$ cat config.mk
export PLATFORM = sky130hd
export DESIGN_NAME = reference_switch_stop_logic
export DESIGN_NICKNAME = d
export VERILOG_FILES = /design/src/core/refsw_pkg.sv /design/src/core/reference_switch_stop_logic.sv /design/src/core/refsw_edge.sv
export SDC_FILE = /design/constraint.sdc
export NUM_CORES = 1
export LEC_CHECK = 0
export BUFFER_PORTS_ARGS = -buffer_cell sky130_fd_sc_hd__buf_2
export CAP_MARGIN = 0
export CELL_PAD_IN_SITES_DETAIL_PLACEMENT = 0
export CELL_PAD_IN_SITES_GLOBAL_PLACEMENT = 1
export CORE_ASPECT_RATIO = 1.2
export CORE_MARGIN = 4
export CORE_UTILIZATION = 41
export CTS_BUF_LIST = sky130_fd_sc_hd__clkbuf_4 sky130_fd_sc_hd__clkbuf_8
export DETAILED_ROUTE_END_ITERATION = 16
export GPL_ROUTABILITY_DRIVEN = 0
export HOLD_SLACK_MARGIN = 0.05
export PLACE_DENSITY_LB_ADDON = 0.1
export SYNTH_ARGS = -nofsm -noshare
export SYNTH_HDL_FRONTEND = slang
export SYNTH_SLANG_ARGS = --single-unit
export TNS_END_PERCENT = 20
$ cat constraint.sdc
create_clock -name SYS_CLK_IN -period 7.05 [get_ports SYS_CLK_IN]
set_input_delay 1.7625 -clock SYS_CLK_IN [delete_from_list [all_inputs] [get_ports SYS_CLK_IN]]
set_output_delay 1.7625 -clock SYS_CLK_IN [all_outputs]
set_load 0.02 [all_outputs]
$ cat src/core/refsw_pkg.sv
// Package: register map, field positions and carrier types for stop logic
package refsw_pkg;

   // ---------------------------------------------------------------
   // Register addresses
   // ---------------------------------------------------------------
   localparam logic [6:0] ADDR_CONFIG      = 7'h40;
   localparam logic [6:0] ADDR_FLAGS       = 7'h41;
   localparam logic [6:0] ADDR_LIMIT_LEFT  = 7'h42;
   localparam logic [6:0] ADDR_LIMIT_RIGHT = 7'h43;

   // ---------------------------------------------------------------
   // Widths and reset values
   // ---------------------------------------------------------------
   localparam int          CONFIG_WIDTH = 14;
   localparam int          FLAGS_WIDTH  = 7;
   localparam logic [13:0] CONFIG_RESET = 14'h0000;
   localparam logic [31:0] LIMIT_RESET  = 32'h0000_0000;

   // ---------------------------------------------------------------
   // Configuration field positions
   // ---------------------------------------------------------------
   localparam int CFG_EN_LEFT        = 0;
   localparam int CFG_EN_RIGHT       = 1;
   localparam int CFG_POL_LEFT       = 2;
   localparam int CFG_POL_RIGHT      = 3;
   localparam int CFG_EXCHANGE       = 4;
   localparam int CFG_RAMPED_HALT    = 5;
   localparam int CFG_LIM_LEFT       = 6;
   localparam int CFG_LIM_RIGHT      = 7;
   localparam int CFG_LATCH_L_ACT    = 8;
   localparam int CFG_LATCH_L_INACT  = 9;
   localparam int CFG_LATCH_R_ACT    = 10;
   localparam int CFG_LATCH_R_INACT  = 11;
   localparam int CFG_LATCH_ENC      = 12;
   localparam int CFG_STALL_HALT     = 13;

   // ---------------------------------------------------------------
   // Status field positions
   // ---------------------------------------------------------------
   localparam int FLG_SW_LEFT     = 0;
   localparam int FLG_SW_RIGHT    = 1;
   localparam int FLG_LATCH_LEFT  = 2;
   localparam int FLG_LATCH_RIGHT = 3;
   localparam int FLG_STOP_LEFT   = 4;
   localparam int FLG_STOP_RIGHT  = 5;
   localparam int FLG_STALL       = 6;

   // ---------------------------------------------------------------
   // Carrier types
   // ---------------------------------------------------------------
   typedef struct packed {
      logic        wr;
      logic        rd;
      logic [6:0]  addr;
      logic [31:0] wdata;
   } reg_req_type;

   typedef enum logic [1:0] {
      MOTION_RUN,
      MOTION_HARD_STOP,
      MOTION_RAMP_STOP
   } motion_cmd_type;

endpackage : refsw_pkg

$ cat src/core/reference_switch_stop_logic.sv
// Top: reference switch, virtual limit and stall stop logic with registers
`timescale 1ns/1ps
// Operation
// - Bits 0/1 enable left/right stop inputs
// - Bits 2/3 select low-active switch polarity
// - Bit 4 exchanges switch direction roles
// - Bit 5 clear: velocity cut immediately
// - Bit 5 set: linear ramp stop
// - Bits 6/7 enable virtual position limits
// - Virtual limit stops at position, never crossing
// - Limit positions write-only at 0x42/0x43
// - Bit 8: latch on left activation
// - Bit 9: latch on left deactivation
// - Bits 10/11: latch on right edges
// - Bit 12 also latches encoder position
// - Bit 13 stops motor on driver stall
// - Seven-bit status word at 0x41
// - Latch-ready flags set on capture, clear on read
// - Stall event flag set, cleared on read
module reference_switch_stop_logic
   import refsw_pkg::*;
#(
   parameter int POS_WIDTH = 32
) (
   input  wire logic                     SYS_CLK_IN,
   input  wire logic                     RST_B_IN,
   // Register access from the host interface
   input  wire refsw_pkg::reg_req_type   REG_REQ_IN,
   output logic [31:0]                   REG_RDATA_OUT,
   // Switch pins and driver stall line, synchronous to the clock
   input  wire logic                     STOP_LEFT_IN,
   input  wire logic                     STOP_RIGHT_IN,
   input  wire logic                     DRIVER_STALL_IN,
   // Motion state and positions from the ramp generator
   input  wire logic                     DIR_NEGATIVE_IN,
   input  wire logic                     MOVING_IN,
   input  wire logic [POS_WIDTH-1:0]     RAMP_POS_IN,
   input  wire logic [POS_WIDTH-1:0]     ENC_POS_IN,
   input  wire logic [POS_WIDTH-1:0]     STOP_DIST_IN,
   // Stop command and latched positions
   output refsw_pkg::motion_cmd_type     MOTION_CMD_OUT,
   output logic [POS_WIDTH-1:0]          RAMP_LATCH_OUT,
   output logic [POS_WIDTH-1:0]          ENC_LATCH_OUT,
   output logic                          LATCH_STROBE_OUT
);
   import refsw_pkg::*;

   // ---------------------------------------------------------------
   // Registers
   // ---------------------------------------------------------------
   // Host-visible registers
   logic [CONFIG_WIDTH-1:0] config_q;
   logic [POS_WIDTH-1:0]    limit_left_q;
   logic [POS_WIDTH-1:0]    limit_right_q;
   // Sticky status flags
   logic                    latch_left_q;
   logic                    latch_right_q;
   logic                    stall_evt_q;
   // Captured positions, registered outputs, capture hold-off
   logic [POS_WIDTH-1:0]    ramp_latch_q;
   logic [POS_WIDTH-1:0]    enc_latch_q;
   logic                    strobe_q;
   logic [31:0]             rdata_q;
   motion_cmd_type          cmd_q;
   logic [1:0]              pol_flip_q;

   // ---------------------------------------------------------------
   // Switch conditioning
   // ---------------------------------------------------------------
   // Conditioned levels and edges; an edge shows in the same cycle the
   // pin moves, compared with the earlier level held in a flip-flop
   logic left_act;
   logic left_rise;
   logic left_fall;
   logic right_act;
   logic right_rise;
   logic right_fall;

   refsw_edge left_edge (
      .SYS_CLK_IN (SYS_CLK_IN),
      .RST_B_IN   (RST_B_IN),
      .raw_in     (STOP_LEFT_IN),
      .invert_in  (config_q[CFG_POL_LEFT]),
      .active_out (left_act),
      .rise_out   (left_rise),
      .fall_out   (left_fall)
   );

   refsw_edge right_edge (
      .SYS_CLK_IN (SYS_CLK_IN),
      .RST_B_IN   (RST_B_IN),
      .raw_in     (STOP_RIGHT_IN),
      .invert_in  (config_q[CFG_POL_RIGHT]),
      .active_out (right_act),
      .rise_out   (right_rise),
      .fall_out   (right_fall)
   );

   // ---------------------------------------------------------------
   // Register decode
   // ---------------------------------------------------------------
   // Address match of one access strobe against one register
   function automatic logic access_hit(
      input logic       strobe,
      input logic [6:0] addr,
      input logic [6:0] target
   );
      return strobe && (addr == target);
   endfunction : access_hit

   // One select per register and direction; the status word has no
   // write path and the limit words have no read path
   wire wr_config =
      access_hit(REG_REQ_IN.wr, REG_REQ_IN.addr, ADDR_CONFIG);
   wire wr_lim_l  =
      access_hit(REG_REQ_IN.wr, REG_REQ_IN.addr, ADDR_LIMIT_LEFT);
   wire wr_lim_r  =
      access_hit(REG_REQ_IN.wr, REG_REQ_IN.addr, ADDR_LIMIT_RIGHT);
   wire rd_flags  =
      access_hit(REG_REQ_IN.rd, REG_REQ_IN.addr, ADDR_FLAGS);
   wire rd_config =
      access_hit(REG_REQ_IN.rd, REG_REQ_IN.addr, ADDR_CONFIG);

   // ---------------------------------------------------------------
   // Stop decisions
   // ---------------------------------------------------------------
   // Enabled switch levels
   wire left_en  = left_act & config_q[CFG_EN_LEFT];
   wire right_en = right_act & config_q[CFG_EN_RIGHT];

   // Switch that guards each direction, exchangeable. Only the switch
   // ahead of the motion stops it, so the axis can drive off a switch
   // that it rests on
   wire neg_guard = config_q[CFG_EXCHANGE] ? right_en : left_en;
   wire pos_guard = config_q[CFG_EXCHANGE] ? left_en : right_en;
   wire switch_hit = MOVING_IN &&
                     (DIR_NEGATIVE_IN ? neg_guard : pos_guard);

   // Virtual limits: begin ramp once remaining distance is within the
   // braking distance, hard halt if already at or past the limit.
   // Differences are two's complement, so a limit across a position
   // wrap still compares correctly within half the range. A limit
   // only guards the direction that moves toward it.
   wire signed [POS_WIDTH-1:0] dist_left  =
      $signed(RAMP_POS_IN) - $signed(limit_left_q);
   wire signed [POS_WIDTH-1:0] dist_right =
      $signed(limit_right_q) - $signed(RAMP_POS_IN);
   wire lim_l_on = config_q[CFG_LIM_LEFT]  && MOVING_IN &&
                   DIR_NEGATIVE_IN;
   wire lim_r_on = config_q[CFG_LIM_RIGHT] && MOVING_IN &&
                   !DIR_NEGATIVE_IN;
   wire lim_l_at = lim_l_on && dist_left  <= 0;
   wire lim_r_at = lim_r_on && dist_right <= 0;
   wire lim_l_near = lim_l_on &&
                     dist_left  <= $signed(STOP_DIST_IN);
   wire lim_r_near = lim_r_on &&
                     dist_right <= $signed(STOP_DIST_IN);

   // Stall stop: the driver's indication acts only when enabled
   wire stall_hit = config_q[CFG_STALL_HALT] && DRIVER_STALL_IN;

   // Command selection. Standing at or past a limit cuts velocity at
   // once, as the limit must never be crossed; a switch or stall stop
   // follows the ramped-halt bit; an approaching limit only ramps
   // down. The priority keeps the harder action when causes overlap,
   // and the command returns to run as soon as no cause remains.
   motion_cmd_type cmd_d;
   always_comb begin
      cmd_d = MOTION_RUN;
      if (lim_l_at || lim_r_at) begin
         cmd_d = MOTION_HARD_STOP;
      end else if (switch_hit || stall_hit) begin
         cmd_d = config_q[CFG_RAMPED_HALT] ? MOTION_RAMP_STOP
                                           : MOTION_HARD_STOP;
      end else if (lim_l_near || lim_r_near) begin
         cmd_d = MOTION_RAMP_STOP;
      end
   end

   // ---------------------------------------------------------------
   // Latch events
   // ---------------------------------------------------------------
   // A polarity write flips the conditioned level with no pin movement;
   // the edge that follows in the next cycle is not a switch event, so
   // that side's capture is held off for one cycle
   wire [1:0] pol_next = REG_REQ_IN.wdata[CFG_POL_RIGHT:CFG_POL_LEFT];
   wire [1:0] pol_now  = config_q[CFG_POL_RIGHT:CFG_POL_LEFT];
   wire [1:0] pol_flip = wr_config ? (pol_next ^ pol_now) : 2'b00;

   // Configured edges that load the latch registers
   wire cap_left  = !pol_flip_q[0] &&
                    ((left_rise  && config_q[CFG_LATCH_L_ACT])
                  || (left_fall  && config_q[CFG_LATCH_L_INACT]));
   wire cap_right = !pol_flip_q[1] &&
                    ((right_rise && config_q[CFG_LATCH_R_ACT])
                  || (right_fall && config_q[CFG_LATCH_R_INACT]));

   // Either side loads the shared latch registers and the strobe
   wire cap_any   = cap_left || cap_right;

   // A stop is in force while the registered command is not run; the
   // event bits report an enabled switch that is active meanwhile
   wire stop_active    = (cmd_q != MOTION_RUN);
   wire left_stop_evt  = left_en  && stop_active;
   wire right_stop_evt = right_en && stop_active;

   // Status word assembled from live state and sticky flags
   wire [FLAGS_WIDTH-1:0] flags = {
      stall_evt_q,
      right_stop_evt,
      left_stop_evt,
      latch_right_q,
      latch_left_q,
      right_act,
      left_act
   };

   // Read data mux; write-only limits and unmapped addresses read zero
   wire [31:0] flags_word  = {{(32-FLAGS_WIDTH){1'b0}}, flags};
   wire [31:0] config_word = {{(32-CONFIG_WIDTH){1'b0}}, config_q};
   wire [31:0] rdata_d =
      rd_flags  ? flags_word  :
      rd_config ? config_word :
      32'h0000_0000;

   // ---------------------------------------------------------------
   // Configuration and limit registers
   // ---------------------------------------------------------------
   always_ff @(posedge SYS_CLK_IN) begin
      if (!RST_B_IN) begin
         config_q      <= CONFIG_RESET;
         limit_left_q  <= POS_WIDTH'(LIMIT_RESET);
         limit_right_q <= POS_WIDTH'(LIMIT_RESET);
      end else begin
         if (wr_config) begin
            config_q <= REG_REQ_IN.wdata[CONFIG_WIDTH-1:0];
         end
         // Limit words have no read path; software keeps its own copy
         if (wr_lim_l) begin
            limit_left_q <= REG_REQ_IN.wdata[POS_WIDTH-1:0];
         end
         if (wr_lim_r) begin
            limit_right_q <= REG_REQ_IN.wdata[POS_WIDTH-1:0];
         end
      end
   end

   // ---------------------------------------------------------------
   // Sticky flags: set wins over clear-on-read
   // ---------------------------------------------------------------
   // A read and a new event in one cycle leave the flag set, so the
   // event is reported by the next read rather than lost
   wire stall_evt_set = stall_hit && MOVING_IN;

   always_ff @(posedge SYS_CLK_IN) begin
      if (!RST_B_IN) begin
         latch_left_q  <= 1'b0;
         latch_right_q <= 1'b0;
         stall_evt_q   <= 1'b0;
      end else begin
         latch_left_q  <= cap_left || (latch_left_q && !rd_flags);
         latch_right_q <= cap_right ||
                          (latch_right_q && !rd_flags);
         stall_evt_q   <= stall_evt_set ||
                          (stall_evt_q && !rd_flags);
      end
   end

   // ---------------------------------------------------------------
   // Position capture and outputs
   // ---------------------------------------------------------------
   always_ff @(posedge SYS_CLK_IN) begin
      if (!RST_B_IN) begin
         ramp_latch_q <= '0;
         enc_latch_q  <= '0;
         strobe_q     <= 1'b0;
         pol_flip_q   <= 2'b00;
         rdata_q      <= 32'h0000_0000;
         cmd_q        <= MOTION_RUN;
      end else begin
         strobe_q <= cap_any;
         rdata_q  <= rdata_d;
         cmd_q    <= cmd_d;
         pol_flip_q <= pol_flip;
         if (cap_any) begin
            ramp_latch_q <= RAMP_POS_IN;
         end
         // Encoder word only when enabled; otherwise it keeps its value
         if (cap_any && config_q[CFG_LATCH_ENC]) begin
            enc_latch_q <= ENC_POS_IN;
         end
      end
   end

   // Outputs come straight from flip-flops
   assign REG_RDATA_OUT    = rdata_q;
   assign MOTION_CMD_OUT   = cmd_q;
   assign RAMP_LATCH_OUT   = ramp_latch_q;
   assign ENC_LATCH_OUT    = enc_latch_q;
   assign LATCH_STROBE_OUT = strobe_q;

endmodule : reference_switch_stop_logic

$ cat src/core/refsw_edge.sv
// Switch conditioner: polarity and edge detection for one input
`timescale 1ns/1ps
module refsw_edge (
   input  wire logic SYS_CLK_IN,
   input  wire logic RST_B_IN,
   input  wire logic raw_in,
   input  wire logic invert_in,
   output logic      active_out,
   output logic      rise_out,
   output logic      fall_out
);
   logic prev_q;

   // Polarity: invert set means a low pin is the active state
   assign active_out = raw_in ^ invert_in;
   assign rise_out   = active_out & ~prev_q;
   assign fall_out   = ~active_out & prev_q;

   // Previous state for edge detection
   always_ff @(posedge SYS_CLK_IN) begin
      if (!RST_B_IN) begin
         prev_q <= 1'b0;
      end else begin
         prev_q <= active_out;
      end
   end
endmodule : refsw_edge

Word-level counts from Yosys, hierarchy flattened
Cells that the tools add are included.

$add $sub $neg: 2. Multipliers: 0. Divide/modulo/power cells: 0. Magnitude comparators: 4. Equal/unequal tests: 4. Shifts and indexed selects: 0. Multiplexer cells: 9. Bitwise operators: 15. Reductions and logical operators: 46.

Operators by type and width (number): 32-bit by 1-bit less-or-equal comparator with 1-bit output (second input constant) (2); 32-bit less-or-equal comparator (2); 32-bit subtractor (2); 7-bit == test (second input constant) (4); 1-bit logical AND (28); 7-bit two-way mux (2); 1-bit logical OR (9); 1-bit AND (6); 2-bit two-way mux (3); 1-bit inverter (6); 1-bit logical NOT (4); 1-bit two-way mux (4); 2-bit OR reduction (2); 3-bit OR reduction (1); 2-bit AND reduction (1); 2-bit nonzero test (1); 1-bit bitwise XOR (2); 2-bit bitwise XOR (1).

Register bits: 184. Bits in latches: 0. RAM bits: 0. ROM bits: 0. Input bits: 144. Output and inout port bits: 99. Word-level logic and storage cells: 97. Memories kept: 0.

Depth between registers and ports, before layout
Word-level depth: 8. Depth in mapped cells: 22. Depth with buffers taken out: 22.

Cells and area by module
A second synthesis with hierarchy kept.

Cells, all modules: 1473. Area total of the unflattened synthesis: 11163.2 sq um.

Modules (own cells, without submodules): reference_switch_stop_logic (times used 1, cells an instance 1461, area an instance 11048.1 sq um, seq. area each 3283.1 sq um); refsw_edge (times used 2, cells an instance 6, area an instance 57.6 sq um, seq. area each 20.0 sq um).

Worst setup path before layout
Ideal clock, no wire load.

Kind: input -> register. Start point: input RAMP_POS_IN[6]. End point: register cmd_q[1], in the netlist MOTION_CMD_OUT[1]. Setup time: 0.117 ns. Data arrival time: 5.646 ns. Required time: 6.933 ns. Slack: 1.287 ns. Stages on the path: 20. Buffers on the path: 1. Cell sequence: ha_1 clkbuf_1 a21oi_1 o211a_1 nor3_1 o21ai_0 a211oi_1 o2111ai_1 nand2_1 a21oi_1 xor2_1 ha_1 nand3_1 nor4_1 a311oi_1 o21ai_0 or4_1 mux2i_1 a211oi_1 and4b_1.

Word-level cells in the longest chain between the ends: 6. Elaborated cells between the ends (all ways): 15. Those cells by class: add/sub: 2; order compare: 4; mux: 2; reduce/logical: 7.

Ends and longest elaborated chain: start, declared (line reference_switch_stop_logic.sv:37) `input wire logic [POS_WIDTH-1:0] RAMP_POS_IN,`; 32-bit subtractor, on equally long branches (line reference_switch_stop_logic.sv:145, reference_switch_stop_logic.sv:147); 32-bit less-or-equal comparator, on equally long branches (line reference_switch_stop_logic.sv:155, reference_switch_stop_logic.sv:157); 1-bit logical AND, on equally long branches (line reference_switch_stop_logic.sv:154, reference_switch_stop_logic.sv:156); 1-bit logical OR (line reference_switch_stop_logic.sv:175) `end else if (lim_l_near || lim_r_near) begin`; 2-bit two-way mux (line reference_switch_stop_logic.sv:175); 2-bit two-way mux (line reference_switch_stop_logic.sv:172) `end else if (switch_hit || stall_hit) begin`; end signal, assigned (line reference_switch_stop_logic.sv:283) `cmd_q <= cmd_d;`; end, declared (line reference_switch_stop_logic.sv:64) `motion_cmd_type cmd_q;`.

Several ways; a longest one is shown, not always the timed one. A chain may end at the register's enable or synchronous reset.

Worst setup path in the final report
Ends and elaborated chain as after synthesis.

==> results.sh <==
export IMPL_fin_util=0.482
export IMPL_drc=0
export IMPL_viasPerCell=5.36
export IMPL_fp_dieH_um=192
export IMPL_p_sw_mw=0.608
export IMPL_async_reset_ff_frac=0
export IMPL_powerDensity_mw_per_mm2=163
export IMPL_final_setup_skew_ns=0.0192
export IMPL_swShare=0.278
export IMPL_post_route_min_period_ns=6.04
export IMPL_synth_area_mm2=0.0116
export IMPL_dpl_hpwl_um=30800
export IMPL_final_cell_count_no_fill=2096
export IMPL_status="finished clean"
export IMPL_num_rows=67
export IMPL_fin_crit_sh=0.857
export IMPL_cts_resized_gates=0
export IMPL_finalHoldViolations=0
export IMPL_drt_iter0_drc=598
export IMPL_use_met3=0.0547
export IMPL_use_met1=0.319
export IMPL_grt_ovfl_total=0
export IMPL_layout_drive_gt1_share=0.162
export IMPL_syn2layout_area_growth_pct=16.1
export IMPL_leakage_nw=5.87
export IMPL_drt_wl_total_um=38100
export IMPL_antenna_left=0
export IMPL_tightest_slew_ns=1.12
export IMPL_ys_seq_elements=166
export IMPL_cts_num_sinks=166
export IMPL_synth_enable_flop_cells=0
export IMPL_layout_commonest_cell="nand2_1"
export IMPL_clk_transition_reported_paths_ns=0.09
export IMPL_synth_warnings=0
export IMPL_final_setup_viol_count=0
export IMPL_max_freq_mhz=165
export IMPL_htree_num_levels=4
export IMPL_post_drt_wl_per_cell_um=18.2
export IMPL_io_pins=243
export IMPL_total_power_mw=2.19
export IMPL_internal_power_mw=1.58
export IMPL_vias=11200
export IMPL_cts_tree="done"
export IMPL_rsz0062_at_grt="no"
export IMPL_dp_cells=2065
export IMPL_slew_headroom=0.251
export IMPL_clkLatencyLatePin_ns=0.47
export IMPL_hp_class="reg -> reg"
export IMPL_clk_path_buf_depth=2
export IMPL_arrival_ns=6.42
export IMPL_port_buffers=224
export IMPL_slew_violations=0
export IMPL_finalSetupTns_ns=0
export IMPL_crit_path_start_kind="input port"
export IMPL_start_util=0.415
export IMPL_combPwrFrac=0.182
export IMPL_coreArea_mm2=0.0278
export IMPL_drv_cap=0
export IMPL_final_cell_mix="nand2_1 (264), buf_2 (224), a21oi_1 (183)"
export IMPL_hold_slack_ns=0.452
export IMPL_cts_made_buffers=17
export IMPL_crit_fanout=8
export IMPL_grt_util_all_layers=0.242
export IMPL_synth_cell_types=75
export IMPL_cts_setup_buffers=0
export IMPL_endpoint_kind="register"
export IMPL_die_area_mm2=0.0309
export IMPL_postSynthCellCount=1523
export IMPL_path_class="in -> reg"
export IMPL_syn_mean_instance_area_um2=7.58
export IMPL_grt_max_degree=124
export IMPL_dpl_cell_area_mm2=0.0129
export IMPL_fin_area_mm2=0.0134
export IMPL_die_x_um=161
export IMPL_grt_pass1_wl_um=59300
export IMPL_ir_drop_mv=0.141
export IMPL_top_usage_layer="met2"
export IMPL_hold_buffers=0
export IMPL_drtPass1Iterations=5
export IMPL_worst_slack_ns=1.01
export IMPL_power_frac_seq=0.429
export IMPL_grt_pass1_vias=10900
export IMPL_place_ws_ns=0.538
export IMPL_worstPathRequired_ns=7.43
export IMPL_final_nets=1977
export IMPL_ctsRootBufferMaster="clkbuf_8"
export IMPL_ys_flop_type="dfxtp_1"
export IMPL_use_met2=0.396
export IMPL_antennaDiodeCount=0
export IMPL_antenna_found_initial=3
export IMPL_seq_area_frac_synth=0.288
export IMPL_p_clk_frac=0.389
==> power groups by stage <==
stage / clock (mW) / sequential, mW / combinational (mW)
floorplan: 0 / 0.962 / 0.255
global placement: 0 / 0.962 / 0.390
detailed placement: 0 / 0.962 / 0.393
CTS: 0.872 / 0.940 / 0.396
global route: 0.906 / 0.940 / 0.443
finish: 0.852 / 0.940 / 0.398
==> synthesized netlist by cell type, types with 4 or more instances <==
library cell    n  area share
nor4_1          7      0.0038
ha_1          126        0.14
nor2_1        113       0.037
nor2b_1        12      0.0065
a31oi_1         7      0.0038
buf_1           4      0.0013
nor3b_1         4      0.0026
a32oi_1         4      0.0030
o21ai_1         6      0.0026
nand4_1        24       0.013
xnor2_1        30       0.023
or2_2           5      0.0027
a22o_1          5      0.0038
buf_4          18       0.012
mux2i_1        49       0.042
nand2_1       264       0.086
dfxtp_1       166        0.29
o21ai_0        49       0.021
or3_1          12      0.0065
o211ai_1        8      0.0052
and2_1         18      0.0097
o31ai_1         5      0.0032
nor3_1         14      0.0061
a21oi_1       183       0.079
a21o_1         29       0.019
nand2b_1        6      0.0032
xor2_1         29       0.022
o21bai_1        7      0.0045
a211oi_1       19       0.012
o21a_1         13      0.0084
and3_1         12      0.0065
nand3_1        24       0.010
clkbuf_1       62       0.020
or4_1           8      0.0052
inv_1         115       0.037
==> final timing paths <==
path	start	endpoint	slack [ns]	depth (start not counted)
max	RAMP_POS_IN[6]	MOTION_CMD_OUT[1]$_SDFF_PP0_	1.01	20
min	ENC_LATCH_OUT[31]$_SDFFE_PN0P_	ENC_LATCH_OUT[31]$_SDFFE_PN0P_	0.45	2
max reg2reg	limit_left_q[6]$_SDFFE_PN0P_	MOTION_CMD_OUT[1]$_SDFF_PP0_	2.03	20
min reg2reg	ENC_LATCH_OUT[31]$_SDFFE_PN0P_	ENC_LATCH_OUT[31]$_SDFFE_PN0P_	0.45	2
==> flip-flops by register name, indices dropped and copies added, names as in the netlist <==
| register | cells |
|---|---|
| limit_left_q | 32 |
| left_edge.prev_q | 1 |
| limit_right_q | 32 |
| LATCH_STROBE_OUT | 1 |
| latch_right_q | 1 |
| config_q | 14 |
| RAMP_LATCH_OUT | 32 |
| pol_flip_q | 2 |
| REG_RDATA_OUT | 14 |
| ENC_LATCH_OUT | 32 |
| right_edge.prev_q | 1 |
| MOTION_CMD_OUT | 2 |
| latch_left_q | 1 |
| stall_evt_q | 1 |
==> final cells by class <==
cell class	instances	area, µm²
clock buffer	21	283
clock inverter	10	216
fill	2958	14400
inverter	115	434
multi-input combinational	1174	7500
sequential	166	3320
tap	379	474
timing repair buffer	231	1190
==> critical path, cell delays in order <==
cell       delay, ns
buf_2           0.12
ha_1            0.43
a21oi_1         0.13
o211a_1         0.21
nor3_1          0.44
o21ai_0         0.28
a211oi_1        0.35
o2111ai_1       0.22
nand2_1         0.11
a21oi_1         0.08
xor2_1          0.23
ha_1            0.32
nand3_1         0.14
nor4_1          0.07
a311oi_1        0.23
o21ai_0         0.11
or4_1           0.56
mux2i_1         0.14
a211oi_1        0.26
and4b_1         0.22
==> layer usage <==
| layer | part of all wire | up-vias | wire length [µm] |
|---|---|---|---|
| met5 | 0.00055 | - | 21 |
| met4 | 0.025 | 4 | 966 |
| met3 | 0.068 | 58 | 2600 |
| met2 | 0.45 | 370 | 17200 |
| met1 | 0.45 | 5190 | 17300 |
| li1 | - | 5612 | - |
==> logic make-up after synthesis <==
| kind of cell | synth area share |
|---|---|
| AND/OR/NAND/NOR | 0.213 |
| other | 0.000325 |
| multiplexers | 0.0425 |
| AO/OA/AOI/OAI | 0.201 |
| buffers and inverters | 0.0709 |
| XOR/XNOR | 0.0447 |
| adder cells (fa/ha/maj) | 0.140 |
| flip-flops | 0.288 |
Power figures use the tool's default switching activity.
